===== src/ftoa_pkg.sv =====
// constants and carrier types for the flash trim and option access block
package ftoa_pkg;
  localparam int PAGE_BYTES = 512;
  localparam int ROWS_PER_PAGE = 8;
  localparam int ROW_BYTES = 64;
  localparam int SECTOR_BYTES_8K = 1024;
  localparam int SECTOR_BYTES_SMALL = 512;
  localparam int SIZE_8K = 8192;
  localparam int SIZE_1K = 1024;
  localparam int PAGES_8K = 16;
  localparam logic [15:0] PMEM_FIRST = 16'h0000;
  localparam logic [15:0] PMEM_LAST_8K = 16'h1FFF;
  localparam int OPTION_BYTES = 2;
  localparam int TRIM_BYTES = 32;
  localparam logic [7:0] TRIM_IDX_LAST = 8'h1F;
  localparam logic [6:0] TRIM_INFO_BASE = 7'h20;
  localparam int INFO_BYTES = 128;
  localparam int SERIAL_BYTES = 4;
  localparam logic [6:0] SERIAL_INFO_BASE = 7'h40;

  typedef enum logic [1:0] {
    FTOA_CMD_NONE,
    FTOA_CMD_PAGE_ERASE,
    FTOA_CMD_MASS_ERASE
  } ftoa_erase_t;

  // processor side request to the trim register pair
  typedef struct packed {
    logic addr_wr;
    logic data_wr;
    logic data_rd;
    logic [7:0] wdata;
  } ftoa_trim_req_t;

  // one info-page read through the program memory load path
  typedef struct packed {
    logic valid;
    logic [6:0] addr;
  } ftoa_info_req_t;
endpackage


===== src/ftoa_geometry.sv =====
// address geometry decoder for the program memory array
`timescale 1ns/100ps
`default_nettype none
module ftoa_geometry #(
  parameter int SIZE_BYTES = 8192
) (
  // address in
  input wire logic [15:0] addr,
  // decoded geometry
  output logic in_range,
  output logic [4:0] page,
  output logic [2:0] row,
  output logic [5:0] row_offset,
  output logic [3:0] sector,
  output logic is_option
);
  localparam int SECTOR = (SIZE_BYTES == ftoa_pkg::SIZE_8K) ?
    ftoa_pkg::SECTOR_BYTES_8K : ftoa_pkg::SECTOR_BYTES_SMALL;
  localparam int SECT_SH = $clog2(SECTOR);

  always_comb begin
    in_range = ({16'h0000, addr} < 32'(SIZE_BYTES));
    page = 5'(addr >> $clog2(ftoa_pkg::PAGE_BYTES));
    row = 3'(addr >> $clog2(ftoa_pkg::ROW_BYTES));
    row_offset = addr[5:0];
    sector = 4'(addr >> SECT_SH);
    is_option = ({16'h0000, addr} < 32'(ftoa_pkg::OPTION_BYTES));
  end
endmodule
`default_nettype wire


===== src/ftoa_top.sv =====
// flash trim, option and information page access logic
// Function
// - array is built of 512 byte pages; a page is the smallest erase unit
// - each page holds 8 rows of 64 bytes
// - sectors are 1024 bytes on 8 KB size, 512 bytes otherwise
// - memory map follows size: 8 KB is 16 pages at 0000H-1FFFH
// - user option bits come from the lowest two program bytes
// - erasing page 0 also erases the option bits
// - factory trim survives erase; working copies revert on any reset
// - trim store has 32 bytes selected by index 00H-1FH
// - data register write replaces selected working trim byte
// - data register read returns selected working trim byte
// - trim indices reach only info locations 20-3F
// - calibration bytes are read by the program memory load instruction
// - four-byte serial number survives mass erase
`timescale 1ns/100ps
`default_nettype none
module ftoa_top #(
  parameter int SIZE_BYTES = 8192
) (
  // clock and reset
  input wire logic clock,
  input wire logic reset,
  // trim register pair
  input wire ftoa_pkg::ftoa_trim_req_t trim_req,
  output logic [7:0] trim_rdata,
  output logic trim_rvalid,
  // program memory load of the information area
  input wire ftoa_pkg::ftoa_info_req_t info_req,
  output logic [7:0] info_rdata,
  output logic info_rvalid,
  // factory information page image
  input wire logic [8*ftoa_pkg::INFO_BYTES-1:0] info_image,
  // erase events from the flash controller
  input wire ftoa_pkg::ftoa_erase_t erase_cmd,
  input wire logic [15:0] erase_addr,
  // option byte load source and result, erased sector and serial number
  input wire logic [15:0] option_src,
  output logic [15:0] option_bits,
  output logic [3:0] erase_sector,
  output logic [31:0] serial_number
);
  // refuse array sizes that the geometry decoder cannot serve
  if (SIZE_BYTES < ftoa_pkg::SIZE_1K || SIZE_BYTES > ftoa_pkg::SIZE_8K ||
      (SIZE_BYTES & (SIZE_BYTES - 1)) != 0) begin : g_size_check
    $error("unsupported array size");
  end

  // ----------------------------------------
  // helpers
  // ----------------------------------------
  function automatic logic [7:0] info_byte(input logic [6:0] a,
                                           input logic [8*ftoa_pkg::INFO_BYTES-1:0] img);
    info_byte = img[{a, 3'b000} +: 8];
  endfunction

  logic geo_in_range;
  logic [4:0] geo_page;
  logic [3:0] geo_sector;

  ftoa_geometry #(.SIZE_BYTES(SIZE_BYTES)) u_geo (
    .addr(erase_addr),
    .in_range(geo_in_range),
    .page(geo_page),
    .row(),
    .row_offset(),
    .sector(geo_sector),
    .is_option()
  );

  // ----------------------------------------
  // trim index and working store
  // ----------------------------------------
  logic [4:0] trim_idx_r;
  logic [7:0] trim_work_r [ftoa_pkg::TRIM_BYTES];
  logic trim_loaded_r;

  always_ff @(posedge clock) begin
    if (reset) begin
      trim_idx_r <= 5'h00;
      trim_loaded_r <= 1'b0;
    end else if (trim_req.addr_wr) begin
      trim_idx_r <= trim_req.wdata[4:0];
      trim_loaded_r <= (trim_req.wdata <= ftoa_pkg::TRIM_IDX_LAST);
    end
  end

  // working copies reload from the factory bytes at 20-3F on every reset
  always_ff @(posedge clock) begin
    for (int i = 0; i < ftoa_pkg::TRIM_BYTES; i++) begin
      if (reset) begin
        trim_work_r[i] <= info_byte(ftoa_pkg::TRIM_INFO_BASE + 7'(i), info_image);
      end else if (trim_req.data_wr && trim_loaded_r && trim_idx_r == 5'(i)) begin
        trim_work_r[i] <= trim_req.wdata;
      end
    end
  end

  always_ff @(posedge clock) begin
    if (reset) begin
      trim_rdata <= 8'h00;
      trim_rvalid <= 1'b0;
    end else begin
      trim_rvalid <= trim_req.data_rd;
      if (trim_req.data_rd)
        trim_rdata <= trim_loaded_r ? trim_work_r[trim_idx_r] : 8'h00;
    end
  end

  // ----------------------------------------
  // information area load path
  // ----------------------------------------
  always_ff @(posedge clock) begin
    if (reset) begin
      info_rdata <= 8'h00;
      info_rvalid <= 1'b0;
    end else begin
      info_rvalid <= info_req.valid;
      if (info_req.valid)
        info_rdata <= info_byte(info_req.addr, info_image);
    end
  end

  // ----------------------------------------
  // option bits and erase effects
  // ----------------------------------------
  logic options_loaded_r;

  always_ff @(posedge clock) begin
    if (reset) begin
      option_bits <= 16'hFFFF;
      options_loaded_r <= 1'b0;
      erase_sector <= 4'h0;
    end else begin
      if (!options_loaded_r) begin
        option_bits <= option_src;
        options_loaded_r <= 1'b1;
      end
      unique case (erase_cmd)
        ftoa_pkg::FTOA_CMD_PAGE_ERASE: begin
          if (geo_in_range) begin
            erase_sector <= geo_sector;
            if (geo_page == 5'h00)
              option_bits <= 16'hFFFF;
          end
        end
        ftoa_pkg::FTOA_CMD_MASS_ERASE: option_bits <= 16'hFFFF;
        default: ;
      endcase
    end
  end

  // serial number lives in the info page, untouched by any erase
  always_ff @(posedge clock) begin
    if (reset)
      serial_number <= 32'h0000_0000;
    else
      serial_number <= {info_byte(ftoa_pkg::SERIAL_INFO_BASE, info_image),
                        info_byte(ftoa_pkg::SERIAL_INFO_BASE + 7'h01, info_image),
                        info_byte(ftoa_pkg::SERIAL_INFO_BASE + 7'h02, info_image),
                        info_byte(ftoa_pkg::SERIAL_INFO_BASE + 7'h03, info_image)};
  end
endmodule
`default_nettype wire


===== config.mk =====
export PLATFORM = sky130hd
export DESIGN_NAME = ftoa_top
export DESIGN_NICKNAME = d
export VERILOG_FILES = /design/src/ftoa_pkg.sv /design/src/ftoa_geometry.sv /design/src/ftoa_top.sv
export SDC_FILE = /design/constraint.sdc
export NUM_CORES = 1
export LEC_CHECK = 0
export BUFFER_PORTS_ARGS = -buffer_cell sky130_fd_sc_hd__buf_4
export CAP_MARGIN = 0
export CORE_AREA = 8 8 438 440
export DETAILED_ROUTE_END_ITERATION = 10
export DIE_AREA = 0 0 446 448
export GPL_TIMING_DRIVEN = 0
export SYNTH_ARGS = -nofsm -noshare
export SYNTH_HDL_FRONTEND = slang
export SYNTH_SLANG_ARGS = --single-unit

===== constraint.sdc =====
create_clock -name clock -period 3.5 [get_ports clock]
set_clock_uncertainty 0.15 [all_clocks]
set_input_delay 0.35 -clock clock [delete_from_list [all_inputs] [get_ports clock]]
set_output_delay 0.35 -clock clock [all_outputs]
set_load 0.005 [all_outputs]

======== Yosys cells after proc, flatten, opt, wreduce, memory -nomap -nowiden ========
Memory sizes are Yosys's and may differ from the RTL's. A register that Yosys moved wholly into a read port is not among the register bits.
Index checks and enable logic that the tools add are counted.
word-level totals
  register bits ........................... 77
  bits in writable memories ............... 256
  bits of input ports ..................... 1079
  output and inout port bits .............. 70
  word-level logic and storage cells ...... 253
  memories kept ........................... 1
memories
  memory       depth  width  rd ports  clocked after Yosys merged registers in  wr ports  RTL line        text
  trim_work_r  32     8      1         1                                        32        ftoa_top.sv:75  logic [7:0] trim_work_r [ftoa_pkg::TRIM_BYTES];
operators by class
  order comparisons ....................... 2
  eq/ne operators ......................... 33
  shift operators ......................... 1
  muxes and demuxes ....................... 138
  bitwise gates (word level) .............. 32
  reduce and logical (&&, ||, !) cells .... 36
operators by type and width
  kind                                                                               number
  1024-bit by 11-bit indexed part select with 8-bit output                           1
  8-bit 2-to-1 mux                                                                   33
  1-bit 2-to-1 mux                                                                   99
  5-bit == test (second input constant)                                              16
  16-bit 2-to-1 mux                                                                  3
  5-bit by 4-bit == test with 1-bit output (second input constant)                   8
  1-bit logical AND                                                                  33
  1-bit bitwise OR                                                                   32
  16-bit one-hot mux with 2 select lines                                             1
  5-bit by 3-bit == test with 1-bit output (second input constant)                   4
  16-bit by 14-bit < comparator with 1-bit output (second input constant)            1
  5-bit by 2-bit == test with 1-bit output (second input constant)                   2
  5-bit zero test                                                                    2
  5-bit 2-to-1 mux                                                                   2
  8-bit by 5-bit less-or-equal comparator with 1-bit output (second input constant)  1
  5-bit by 1-bit == test with 1-bit output (second input constant)                   1
  2-bit by 1-bit == test with 1-bit output (second input constant)                   1
  2-bit == test (second input constant)                                              1
  2-bit AND reduction                                                                1

======== Depth between registers and ports, before layout ========
  word-level depth ........................ 6
  mapped depth ............................ 12
  mapped depth without buffers ............ 7

======== By module ========
Synthesis repeated with hierarchy kept, for this count alone.
unflattened totals
  cells, all modules ...................... 1850
  area, all modules ....................... 24770.0 sq um
modules (own cells, without submodules)
  module         instances  cells an instance  area each (sq um)  seq. area each (sq um)
  ftoa_top       1          1827               24597.3            9328.9
  ftoa_geometry  1          23                 172.7              0.0

======== Worst setup path before layout ========
Ideal clock, no wire load.
  path kind ............................... reg2reg
  start ................................... reg (tool-made name)
  end ..................................... reg trim_rdata[0]
  setup time .............................. 0.124 ns
  data arrival time ....................... 2.148 ns
  required time ........................... 3.226 ns
  path slack .............................. 1.077 ns
  stages on the path, launching flop included .. 7
  path buffers ............................ 2
  period minus slack after synthesis ...... 2.423 ns
  cell sequence ........................... dfxtp_1 -> clkbuf_1 -> buf_2 -> mux4_2 -> mux4_2 -> mux2i_1 -> o21ai_0
RTL lines
  item                    RTL line         text
  end signal: assignment  ftoa_top.sv:106  trim_rdata <= trim_loaded_r ? trim_work_r[trim_idx_r] : 8'h00;
  end: declaration        ftoa_top.sv:26   output logic [7:0] trim_rdata,

======== Worst setup path after layout ========
  start ................................... in info_req[1] (netlist name)
  end ..................................... reg info_rdata[7]
between the ends
  cells in the longest elaborated chain, start to end .. 1
RTL lines
  item                                                      RTL line         text
  start: declaration                                        ftoa_top.sv:29   input wire ftoa_pkg::ftoa_info_req_t info_req,
  1024-bit by 11-bit indexed part select with 8-bit output  ftoa_top.sv:54   info_byte = img[{a, 3'b000} +: 8];
  end signal: assignment                                    ftoa_top.sv:120  info_rdata <= info_byte(info_req.addr, info_image);
  end: declaration                                          ftoa_top.sv:30   output logic [7:0] info_rdata,
No other way between the ends.
A chain may end at the register's enable or synchronous reset.

==> results.json <==
{
  "status": "finished with violations",
  "drt_wl_total_um": 232000,
  "finalCritPeriodShare": 1.00,
  "mostFrequentLayoutCell": "buf_4",
  "relSlewSlack": 0.0313,
  "violations": "negative setup slack",
  "cp-start-kind": "input pin",
  "crit_required_ns": 3.81,
  "ys.flop_type": "edfxtp_1",
  "rows": 158,
  "place_area_um2": 35700,
  "dr.first_iter.drc_count": 2381,
  "io_buffers": 1136,
  "syn_inst": 1622,
  "grt_pass1_wl_um": 284000,
  "gr-total-overflow": 0,
  "layoutNonFillerInstCount": 5714,
  "yosys.area.top_type": "edfxtp_1",
  "die_w_um": 446,
  "start_util": 0.130,
  "postRouteAntennaNets": 0,
  "hpwl_um": 201000,
  "finalPower_mw": 13.5,
  "placedCellCount": 5248,
  "dr.pass1.iters": 5,
  "clockRootBuffer": "clkbuf_16",
  "final_cell_mix": "1171 x buf_4, 336 x mux4_2, 329 x dlygate4sd3_1, 265 x mux2_2, 256 x edfxtp_1",
  "seq_area_um2": 9330,
  "clk_latency_ns": 0.64,
  "drc": 0,
  "num_vias": 25018,
  "ys_top_cells_by_area": "edfxtp_1 32%, mux4_2 32%, mux2_2 12%, dfxtp_1 6.8%, nand2_1 2.4%",
  "grt_antenna_before_repair": 154,
  "multi_input_area_um2": 13900,
  "nNetsFinal": 4220,
  "slew_viol_final": 0,
  "hold_viol_final": 0,
  "yosysWarnings": 0,
  "final.fill_count": 19969,
  "end_kind": "register",
  "die_h_um": 448,
  "p_leak_nw": 15.6,
  "clock-sinks": 338,
  "yosysTopAreaCellShare": 0.321,
  "ir_drop_v": 0.000247,
  "viasPerCell": 4.38,
  "postSynth.asyncResetShare": 0,
  "numCtsBuffers": 41,
  "avgSynthCellArea_um2": 14.8,
  "area_growth_pct": 69.7,
  "post-route-worst-setup-slack_ns": -0.0119,
  "htreeDepth": 2,
  "tns_ns": -0.0119,
  "crit_fanout": 12,
  "drive_gt1_frac": 0.602,
  "synthesis.nets": 2703,
  "fp.dieArea_um2": 200000,
  "synth_area_um2": 24000,
  "grt_max_degree": 14,
  "cts_tree": "yes",
  "period_minus_slack_ns": 3.51,
  "finalSetupViolCount": 1,
  "synth_edf_count": 256,
  "fmax_ghz": 0.285,
  "tightest_slew_ns": 1.45,
  "synth-seq-cells": 338,
  "io_pins": 1149,
  "track_usage": 0.219,
  "crit_type": "in -> reg",
  "grt_pass1_vias": 26026,
  "hold_class": "in -> reg",
  "clk_pin_slew_ns": 0.06,
  "routedWlPerCell_um": 40.5,
  "cts_setup_buffers": 0,
  "maxCapViolCount": 0,
  "coreArea_um2": 185000,
  "yosysUniqueCellTypes": 43,
  "final_util": 0.220,
  "critPathArrivalTime_ns": 3.82,
  "gp_congestion": 1.00,
  "finalInstanceArea_um2": 40700,
  "power_density_nw_per_um2": 331,
  "ys_seq_area_frac": 0.389,
  "cts_max_path_buffers": 3
}
==> critical path: stages <==
cell	delay (ns)
buf_4	0.22
buf_4	0.40
buf_4	0.37
buf_4	0.51
mux4_2	0.45
mux2i_1	0.16
o22ai_1	0.28
nor4_1	0.84
a2111oi_0	0.15
==> power breakdown <==
group          internal (mW)  total [mW]  switching, mW
Combinational           2.10        4.27           2.18
Clock                   2.50        4.49           1.99
Sequential              4.62        4.72         0.0969
==> through the flow <==
stage / hold slack, ns / setup slack, ns
floorplan: 0.299 / 1.08
global placement: 0.298 / -2.17
detailed placement: 0.299 / -2.14
CTS: 0.0301 / -0.0243
global route: 0.0693 / -0.00913
finish: 0.0622 / -0.0119
==> what timing repair did <==
item | 4_1_cts | 5_1_grt
pin swaps | 3 | 0
setup endpoints to repair | 11 | 1
resized for setup | 42 | 3
endpoints found under the hold margin | 316 | 0
hold buffers | 329 | 0
==> per-layer routing <==
metal / GRT usage / wire length (um)
met5: 0 / 242
met4: 0.114 / 15100
met3: 0.0494 / 16600
met2: 0.422 / 125000
met1: 0.219 / 74600
==> logic make-up (layout without fill, tap and decap cells) <==
logic type	count (synthesis)	after routing	share of synthesized area
mux	664	664	0.470
flops	338	338	0.389
simple gates	295	295	0.0553
buf+inv	165	1715	0.0378
compound gates	158	158	0.0466
fa+ha+maj	2	2	0.00104
other cells	0	62	0
==> layout make-up <==
class	count	share of cell area
Multi-Input combinational cell	1119	0.340
Timing Repair Buffer	1475	0.293
Sequential cell	338	0.229
Tap cell	2480	0.0762
Clock buffer	56	0.0283
Buffer	159	0.0232
Clock inverter	20	0.00556
Antenna cell	62	0.00381
Inverter	5	0.000461
==> worst paths after layout <==
path | from | end | slack, ns | cells after the start
min | trim_req[7] | trim_loaded_r | 0.06 | 4
max | info_req[1] | info_rdata[7] | -0.01 | 9
max reg2reg | register | trim_rdata[5] | 0.02 | 6
min reg2reg | trim_rdata[3] | trim_rdata[3] | 0.31 | 2
==> state kept, by name (all words and copies together) (netlist names), 4 cells and up, named ones only <==
signal	count
trim_rdata	8
erase_sector	4
trim_idx_r	5
info_rdata	8
trim_work_r	256
serial_number	32
option_bits	16
==> cell usage after synthesis, types with 6 or more instances <==
cell,count
a211oi_1,11
clkbuf_1,79
a22oi_1,59
a21oi_1,13
edfxtp_1,256
dfxtp_1,82
nor2_1,47
nor3_1,9
buf_6,12
buf_2,28
buf_1,12
mux4_2,336
a2111oi_0,8
o22ai_1,19
mux4_1,6
nand2_1,155
mux2i_1,57
buf_4,24
mux2_2,265
nor4_1,13
a22o_1,11
nor2b_1,43
o21ai_0,20
nand2b_1,8
(Power assumes the default switching activity.)
